--- src/design/adc_cfg_map.vh ---
// Offsets, field positions, reset values and timing codes of the config slice
`ifndef ADC_CFG_MAP_VH
`define ADC_CFG_MAP_VH

`define ADDR_W 8
`define DATA_W 8

`define OFS_AMP_DELAY 8'h03
`define OFS_RATE_CFG 8'h04
`define OFS_REF_CTRL 8'h05

`define RST_AMP_DELAY 8'h00
`define RST_RATE_CFG 8'h14
`define RST_REF_CTRL 8'h10
`define RDATA_UNMAPPED 8'h00

// Amplifier and delay register fields
`define DELAY_MSB 7
`define DELAY_LSB 5
`define AMPEN_MSB 4
`define AMPEN_LSB 3
`define GAIN_MSB 2
`define GAIN_LSB 0

// Rate register fields
`define CHOP_BIT 7
`define CLKSRC_BIT 6
`define MODE_BIT 5
`define FILTER_BIT 4
`define RATE_MSB 3
`define RATE_LSB 0

// Reference control fields
`define MON_MSB 7
`define MON_LSB 6
`define PBUF_BIT 5
`define NBUF_BIT 4
`define REFSEL_MSB 3
`define REFSEL_LSB 2
`define REFCFG_MSB 1
`define REFCFG_LSB 0

// Amplifier enable codes
`define AMPEN_BYPASS 2'h0
`define AMPEN_ON 2'h1

// Reference source and internal reference codes
`define REFSEL_EXT0 2'h0
`define REFSEL_EXT1 2'h1
`define REFSEL_INT 2'h2
`define REFCFG_OFF 2'h0
`define REFCFG_PDOWN 2'h1
`define REFCFG_ALWAYS 2'h2

// Conversion delay in modulator periods, per delay code
`define DLY_W 12
`define DLY_CODE0 12'h00E
`define DLY_CODE1 12'h019
`define DLY_CODE2 12'h040
`define DLY_CODE3 12'h100
`define DLY_CODE4 12'h400
`define DLY_CODE5 12'h800
`define DLY_CODE6 12'h800
`define DLY_CODE7 12'h001

// Output rate in hundredths of samples per second
`define RATE_VAL_W 17
`define RATE_C0 17'h000FA
`define RATE_C1 17'h001F4
`define RATE_C2 17'h003E8
`define RATE_C3 17'h0067C
`define RATE_C4 17'h007D0
`define RATE_C5 17'h01388
`define RATE_C6 17'h01770
`define RATE_C7 17'h02710
`define RATE_C8 17'h04E20
`define RATE_C9 17'h09C40
`define RATE_C10 17'h13880
`define RATE_C11 17'h186A0
`define RATE_NONE 17'h00000

// Internal oscillator rate in kHz
`define INT_OSC_KHZ 16'h1000

`endif

--- src/design/conv_delay_timer.v ---
// Counts the first-conversion delay in modulator periods
`include "adc_cfg_map.vh"

module conv_delay_timer #(
  parameter CNT_W = `DLY_W
) (
  input wire clk_in,
  input wire nrst_in,
  input wire load_in,
  input wire [CNT_W-1:0] periods_in,
  input wire mod_tick_in,
  output wire busy_out,
  output reg done_out
);

  reg [CNT_W-1:0] cnt_r;
  reg busy_r;

  assign busy_out = busy_r;

  // A fresh load restarts the wait, so back-to-back changes never stack
  always @(posedge clk_in or negedge nrst_in) begin
    if (!nrst_in) begin
      cnt_r <= {CNT_W{1'b0}};
      busy_r <= 1'b0;
      done_out <= 1'b0;
    end else begin
      done_out <= 1'b0;
      if (load_in) begin
        cnt_r <= periods_in;
        busy_r <= 1'b1;
      end else if (busy_r && mod_tick_in) begin
        if (cnt_r == {{(CNT_W-1){1'b0}}, 1'b1}) begin
          busy_r <= 1'b0;
          done_out <= 1'b1;
        end
        cnt_r <= cnt_r - {{(CNT_W-1){1'b0}}, 1'b1};
      end
    end
  end

endmodule // conv_delay_timer

--- src/design/adc_gain_rate_ref_config.v ---
// Gain, output-rate and reference configuration registers with decoders
`include "adc_cfg_map.vh"

// What this block does
// - Delay codes map to fixed modulator period counts
// - Delay applies only after filter-resetting writes
// - Amplifier code 00 bypasses, 01 enables it
// - Gain equals two to the gain code
// - Bit 7 enables chop, off at reset
// - Bit 6 picks internal or external clock
// - Bit 5 picks continuous or single-shot
// - Bit 4 picks sinc3 or low-latency filter
// - Rate code maps to samples per second
// - Rate register resets to 14h
// - Reference register resets to 10h, fields laid
// - Source select chooses external pairs or internal
// - Internal reference off, power-down or always
module adc_gain_rate_ref_config (
  input wire clk_in,
  input wire nrst_in,
  input wire wr_en_in,
  input wire rd_en_in,
  input wire [`ADDR_W-1:0] addr_in,
  input wire [`DATA_W-1:0] wdata_in,
  input wire mod_tick_in,
  output reg [`DATA_W-1:0] rdata_out,
  output reg amp_enable_out,
  output reg amp_bypass_out,
  output reg amp_reserved_out,
  output reg [7:0] gain_out,
  output reg chop_enable_out,
  output reg ext_clk_sel_out,
  output reg single_shot_out,
  output reg low_latency_filter_out,
  output reg [`RATE_VAL_W-1:0] rate_csps_out,
  output reg rate_reserved_out,
  output reg [1:0] ref_monitor_cfg_out,
  output reg pos_ref_buffer_bypass_out,
  output reg neg_ref_buffer_bypass_out,
  output reg ref_ext0_out,
  output reg ref_ext1_out,
  output reg ref_internal_out,
  output reg int_ref_on_out,
  output reg int_ref_keep_in_pdown_out,
  output reg filter_restart_out,
  output wire delay_busy_out,
  output wire first_conv_start_out
);

  reg [`DATA_W-1:0] amp_delay_r;
  reg [`DATA_W-1:0] rate_cfg_r;
  reg [`DATA_W-1:0] ref_ctrl_r;
  reg [`DLY_W-1:0] delay_periods_r;
  reg [`DLY_W-1:0] delay_periods_nxt;
  reg [`RATE_VAL_W-1:0] rate_nxt;

  wire wr_amp = wr_en_in && (addr_in == `OFS_AMP_DELAY);
  wire wr_rate = wr_en_in && (addr_in == `OFS_RATE_CFG);
  wire wr_ref = wr_en_in && (addr_in == `OFS_REF_CTRL);

  // Only a real change to a filter-shaping register restarts the filter
  wire restart_now = (wr_amp && (wdata_in != amp_delay_r)) ||
                     (wr_rate && (wdata_in != rate_cfg_r));

  wire [2:0] delay_code = amp_delay_r[`DELAY_MSB:`DELAY_LSB];
  wire [1:0] amp_code = amp_delay_r[`AMPEN_MSB:`AMPEN_LSB];
  wire [2:0] gain_code = amp_delay_r[`GAIN_MSB:`GAIN_LSB];
  wire [3:0] rate_code = rate_cfg_r[`RATE_MSB:`RATE_LSB];
  wire [1:0] refsel_code = ref_ctrl_r[`REFSEL_MSB:`REFSEL_LSB];
  wire [1:0] refcfg_code = ref_ctrl_r[`REFCFG_MSB:`REFCFG_LSB];

  // Full bytes stored, so reserved codes read back as written
  always @(posedge clk_in or negedge nrst_in) begin
    if (!nrst_in) begin
      amp_delay_r <= `RST_AMP_DELAY;
      rate_cfg_r <= `RST_RATE_CFG;
      ref_ctrl_r <= `RST_REF_CTRL;
    end else begin
      if (wr_amp) begin
        amp_delay_r <= wdata_in;
      end
      if (wr_rate) begin
        rate_cfg_r <= wdata_in;
      end
      if (wr_ref) begin
        ref_ctrl_r <= wdata_in;
      end
    end
  end

  always @(posedge clk_in or negedge nrst_in) begin
    if (!nrst_in) begin
      rdata_out <= `RDATA_UNMAPPED;
    end else if (rd_en_in) begin
      case (addr_in)
        `OFS_AMP_DELAY: rdata_out <= amp_delay_r;
        `OFS_RATE_CFG: rdata_out <= rate_cfg_r;
        `OFS_REF_CTRL: rdata_out <= ref_ctrl_r;
        default: rdata_out <= `RDATA_UNMAPPED;
      endcase
    end
  end

  // Delay taken from the new byte when the amplifier register itself changes
  always @* begin
    delay_periods_nxt = `DLY_CODE0;
    case (wr_amp ? wdata_in[`DELAY_MSB:`DELAY_LSB] : delay_code)
      3'h0: delay_periods_nxt = `DLY_CODE0;
      3'h1: delay_periods_nxt = `DLY_CODE1;
      3'h2: delay_periods_nxt = `DLY_CODE2;
      3'h3: delay_periods_nxt = `DLY_CODE3;
      3'h4: delay_periods_nxt = `DLY_CODE4;
      3'h5: delay_periods_nxt = `DLY_CODE5;
      3'h6: delay_periods_nxt = `DLY_CODE6;
      3'h7: delay_periods_nxt = `DLY_CODE7;
      default: delay_periods_nxt = `DLY_CODE0;
    endcase
  end

  always @* begin
    rate_nxt = `RATE_NONE;
    case (rate_code)
      4'h0: rate_nxt = `RATE_C0;
      4'h1: rate_nxt = `RATE_C1;
      4'h2: rate_nxt = `RATE_C2;
      4'h3: rate_nxt = `RATE_C3;
      4'h4: rate_nxt = `RATE_C4;
      4'h5: rate_nxt = `RATE_C5;
      4'h6: rate_nxt = `RATE_C6;
      4'h7: rate_nxt = `RATE_C7;
      4'h8: rate_nxt = `RATE_C8;
      4'h9: rate_nxt = `RATE_C9;
      4'hA: rate_nxt = `RATE_C10;
      4'hB: rate_nxt = `RATE_C11;
      default: rate_nxt = `RATE_NONE;
    endcase
  end

  // Decoded controls lag the register by one cycle; all are flip-flops
  always @(posedge clk_in or negedge nrst_in) begin
    if (!nrst_in) begin
      amp_enable_out <= 1'h0;
      amp_bypass_out <= 1'h1;
      amp_reserved_out <= 1'h0;
      gain_out <= 8'h01;
    end else begin
      amp_enable_out <= (amp_code == `AMPEN_ON);
      amp_bypass_out <= (amp_code == `AMPEN_BYPASS);
      amp_reserved_out <= amp_code[1];
      // Bypass with a nonzero gain is the host's fault; gain is not forced
      gain_out <= 8'h01 << gain_code;
    end
  end

  always @(posedge clk_in or negedge nrst_in) begin
    if (!nrst_in) begin
      chop_enable_out <= 1'h0;
      ext_clk_sel_out <= 1'h0;
      single_shot_out <= 1'h0;
      low_latency_filter_out <= 1'h1;
      rate_csps_out <= `RATE_C4;
      rate_reserved_out <= 1'h0;
    end else begin
      chop_enable_out <= rate_cfg_r[`CHOP_BIT];
      ext_clk_sel_out <= rate_cfg_r[`CLKSRC_BIT];
      single_shot_out <= rate_cfg_r[`MODE_BIT];
      low_latency_filter_out <= rate_cfg_r[`FILTER_BIT];
      rate_csps_out <= rate_nxt;
      rate_reserved_out <= (rate_nxt == `RATE_NONE);
    end
  end

  // Reference decode never touches the filter or the delay timer
  always @(posedge clk_in or negedge nrst_in) begin
    if (!nrst_in) begin
      ref_monitor_cfg_out <= 2'h0;
      pos_ref_buffer_bypass_out <= 1'h0;
      neg_ref_buffer_bypass_out <= 1'h1;
      ref_ext0_out <= 1'h1;
      ref_ext1_out <= 1'h0;
      ref_internal_out <= 1'h0;
      int_ref_on_out <= 1'h0;
      int_ref_keep_in_pdown_out <= 1'h0;
    end else begin
      ref_monitor_cfg_out <= ref_ctrl_r[`MON_MSB:`MON_LSB];
      pos_ref_buffer_bypass_out <= ref_ctrl_r[`PBUF_BIT];
      neg_ref_buffer_bypass_out <= ref_ctrl_r[`NBUF_BIT];
      ref_ext0_out <= (refsel_code == `REFSEL_EXT0);
      ref_ext1_out <= (refsel_code == `REFSEL_EXT1);
      ref_internal_out <= (refsel_code == `REFSEL_INT);
      int_ref_on_out <= (refcfg_code == `REFCFG_PDOWN) ||
                        (refcfg_code == `REFCFG_ALWAYS);
      int_ref_keep_in_pdown_out <= (refcfg_code == `REFCFG_ALWAYS);
    end
  end

  // Count latched with the pulse, so the timer loads a settled value
  always @(posedge clk_in or negedge nrst_in) begin
    if (!nrst_in) begin
      filter_restart_out <= 1'h0;
      delay_periods_r <= `DLY_CODE0;
    end else begin
      filter_restart_out <= restart_now;
      if (restart_now) begin
        delay_periods_r <= delay_periods_nxt;
      end
    end
  end

  // Timer loads one cycle after the write, on the edge that ends the restart pulse
  conv_delay_timer #(
    .CNT_W(`DLY_W)
  ) conv_delay_timer_inst (
    .clk_in(clk_in),
    .nrst_in(nrst_in),
    .load_in(filter_restart_out),
    .periods_in(delay_periods_r),
    .mod_tick_in(mod_tick_in),
    .busy_out(delay_busy_out),
    .done_out(first_conv_start_out)
  );

endmodule // adc_gain_rate_ref_config

--- config.mk ---
export PLATFORM = sky130hd
export DESIGN_NAME = adc_gain_rate_ref_config
export DESIGN_NICKNAME = d
export VERILOG_FILES = /design/src/design/conv_delay_timer.v /design/src/design/adc_gain_rate_ref_config.v
export VERILOG_INCLUDE_DIRS = /design/src /design/src/design
export SDC_FILE = /design/constraint.sdc
export NUM_CORES = 1
export LEC_CHECK = 0
export BUFFER_PORTS_ARGS = -buffer_cell sky130_fd_sc_hd__buf_2
export CAP_MARGIN = 20
export CORE_ASPECT_RATIO = 0.75
export CORE_MARGIN = 8
export CORE_UTILIZATION = 45
export CTS_CLUSTER_SIZE = 14
export DETAILED_ROUTE_END_ITERATION = 8
export PLACE_DENSITY = 0.67
export SYNTH_ARGS = -nofsm -noshare
export SYNTH_HDL_FRONTEND = slang
export SYNTH_SLANG_ARGS = --single-unit
--- constraint.sdc ---
create_clock -name clk_in -period 2.63 [get_ports clk_in]
set_clock_uncertainty 0.15 [all_clocks]
set_input_delay 0.526 -clock clk_in [delete_from_list [all_inputs] [get_ports clk_in]]
set_output_delay 0.526 -clock clk_in [all_outputs]
set_load 0.02 [all_outputs]
==> results by group <==
Synth
  • Main combinational cell family by area after synthesis: simple AND/OR/NAND/NOR gates
  • Flops & latches, synth: 96
  • Average footprint of a synthesized cell: 12.1 µm²
  • Synth Area in Compound Gates: 0.0663
  • Synth warn: 0
  • Post-Synthesis Cells: approximately 340
  • Post-synth EDFFs: 0
  • Synth Area in Simple Gates: 0.122
  • Mapped cell area: 4150 µm²
  • Area leader, netlist: dfrtp_1
  • Synthesized net count: approximately 380
  • Yosys cell types: 41
  • Ys flop type: dfrtp_1
  • Synth area leaders: dfrtp_1 (48%), dfstp_2 (10%), mux2_2 (7.1%)
  • Post-Synth XOR/XNOR Area: 0.0570
  • Sequential share of the synthesized area: 0.584
  • Mux cell area share after synthesis: 0.0929
  • FFs w/ async S/R, synth: 1.00
  • Synth top area share: 0.483
  • Synth Area in Adders: 0.0392

Route
  • DRC violations left: 0
  • Antenna Nets Post-Route: 0
  • Vias: 2,787
  • DR WL/cell: 15.8 µm
  • First DRT Iteration DRCs: around 200
  • Final WL: 8.65 mm
  • Vias per cell: 5.09
  • 1st-pass router iterations: 5

Clock tree
  • Worst-skew pair later-pin latency: 0.34 ns
  • CTS sink cnt: 96
  • Clock slew at reported path FFs: 0.07 ns
  • CTS Hold Bufs: 0
  • Num CTS Buffers: 9
  • CTS tree: yes
  • # Post-CTS Setup Buffers: 0
  • Root Buffer: clkbuf_16
  • Number of H-tree levels: 3
  • Maximum clock path buffer count: 2
  • Post-CTS Resized: 0

Setup path
  • CP Capture Type: flip-flop
  • CP Cell Sequence: buf_2, or4_4, nand4bb_1, buf_4, mux2_2, inv_1, ha_1, mux2_2, mux2_2
  • Crit start category: input pin
  • FF-to-FF Start: conv_delay_timer_inst.cnt_r[4]$_DFFE_PN0P_
  • Crit path buf inv count: 3
  • R2R setup slack: about 0.19 ns
  • CP max stage cell: or4_4
  • Max FO, Critical Path: 4
  • Crit Path Category: in2reg
  • CP Data Required Time: 2.69 ns
  • Cell mode on critical path: mux2_2
  • Crit path max-delay family: multiplexers
  • CP startpoint: addr_in[5]
  • Worst Path Arrival: 2.57 ns
  • Slowest cell delay on critical path: 0.52 ns

Placed design
  • DPL Wire Length: roughly 6.5 mm
  • GPL Wtd Cong: 0.807
  • Placed cell areas: between 4000 and 5000 µm²
  • I/O Buffers: around 70

Timing
  • Worst slew margin: 0.632
  • Tmin final: 2.51 ns
  • Max Slew Vio Count: 0
  • Max Clk Rate: 0.399 GHz
  • Worst-Margin Slew: 0.552 ns
  • RSZ-0062 raised after global routing: no
  • Final Hold Violating Endpoints: 0
  • Period utilization: 0.953
  • Endpoints failing setup: 0

Final layout
  • Most frequent cells in the layout: dfrtp_1 (80), buf_2 (71), inv_1 (26), mux2_2 (26), nor2_1 (25)
  • Inserted Diodes: 0
  • # fillers: just under 800
  • Layout cells sized above 1: 0.365
  • P&R area growth vs syn: 21.6%
  • Design area: about 5000 µm²
  • Final nets: 465
  • Most common cell after layout, fill and taps aside: dfrtp_1
  • Post-layout util: 0.560

Min path
  • Hold Crit Class: in2async

Floorplan
  • Die Width: 127 µm
  • # rows: 30
  • Die area: 12,600 µm²
  • Core Box Area: 9010 µm²
  • Starting Density: 0.461
  • Top Ports: 74
  • Die height: 99.2 µm

Power
  • Max IR drop VDD: 0.000263 V
  • PwrDens: ~640 nW/µm²
  • Internal power: 2.40 mW
  • P_leak: approximately 2.6 nW
  • Sw frac: 0.263
  • Seq pwr share: 0.515
  • Clock share of power: 0.370
  • Psw: 854 µW
  • Comb pwr share: 0.115

Flow run
  • Max cap viols: 0

Global route
  • Vias in the first global route: 2,843
  • Total grt overflow: 0
  • First-pass GRT wire length: approximately 15 mm
  • Total GRT Usage: 0.145
  • Pin count of the biggest net entering global routing: 55
  • Initial antenna violation count: 0

Status
  • Status: finished clean
[area by class of cell]
cell class | count | area, µm² | area share
sequential | 96 | 2420 | 0.480
multi-input combinational | 206 | 1580 | 0.313
timing repair buffer | 92 | 526 | 0.104
clock buffer | 10 | 229 | 0.0454
tap | 112 | 140 | 0.0278
inverter | 26 | 97.6 | 0.0193
clock inverter | 6 | 50.0 | 0.00992
[metrics by stage]
step	hold WS [ns]	total power [mW]	setup slack [ns]	TNS (ns)	instances
6_report	0.0136	3.25	0.124	0	548
5_1_grt	0.0543	3.41	0.0543	0	548
4_1_cts	0.0315	3.30	0.129	0	548
3_5_place_dp	0.220	2.08	-0.211	-0.325	532
3_3_place_gp	0.218	2.06	-0.161	-0.227	532
2_1_floorplan	0.0804	1.92	-0.0736	-0.0736	342
[worst register-to-register path, delay by kind of cell (launching register included)]
kind	cells	cell delay (ns)
AOI/OAI and AO/OA	1	0.07
xor gates and xnor gates	1	0.16
and+or+nand+nor	3	1.51
DFF	1	0.43
[power groups by stage]
stage                     sequential (mW)  clock (mW)  combinational, mW
after floorplan                      1.73           0              0.186
after global placement               1.70           0              0.369
after detailed placement             1.70           0              0.378
after CTS                            1.67        1.24              0.381
after global routing                 1.69        1.30              0.422
final                                1.67        1.20              0.373
[cells by family after synthesis]
logic type                 Yosys count
and+or+nand+nor                     91
adders and majority gates           13
AOI/OAI and AO/OA                   40
muxes                               34
buffers and inverters               40
DFF                                 96
other                                1
xor gates and xnor gates            27
[worst paths after layout]
| check | to | cells past startpoint |
|---|---|---|
| max in group asynchronous | rate_cfg_r[4]$_DFFE_PN1P_ | 2 |
| setup / recovery | delay_periods_r[0]$_DFFE_PN0P_ | 9 |
| min in group clk_in | neg_ref_buffer_bypass_out$_DFF_PN1_ | 0 |
| setup reg to reg | conv_delay_timer_inst.cnt_r[11]$_DFFE_PN0P_ | 5 |
| hold / removal | int_ref_on_out$_DFF_PN0_ | 1 |
| hold reg to reg | neg_ref_buffer_bypass_out$_DFF_PN1_ | 0 |
[registers in the layout (all words and copies together) (netlist names), 2 cells and up]
signal,count
conv_delay_timer_inst.cnt_r,12
ref_monitor_cfg_out,2
delay_periods_r,8
rate_csps_out,16
rate_cfg_r,8
gain_out,8
rdata_out,8
ref_ctrl_r,8
amp_delay_r,8
[per-layer routing]
metal  vias to the layer above  share of wire  global-route usage
met5                         -              0                   0
met4                         0          0.011              0.0465
met3                        10          0.065              0.0396
met2                        80           0.42               0.204
met1                      1355           0.50               0.209
li1                       1342              -                   -
[Yosys cell counts, types with 4 or more instances]
library cell / count
inv_1: 26
and2_1: 4
a222oi_1: 8
xnor2_1: 7
nor3b_1: 4
nor4_1: 5
nor3_1: 6
mux2_2: 26
nand2b_1: 5
mux2i_1: 7
dfrtp_1: 80
clkbuf_1: 10
nor2b_1: 5
or4_4: 4
ha_1: 13
dfstp_2: 16
nor2_1: 25
o21ai_0: 11
nand2_1: 21
o22ai_1: 9
xor2_1: 20
a21oi_1: 4
No activity file was read; power rests on OpenSTA's default activity.
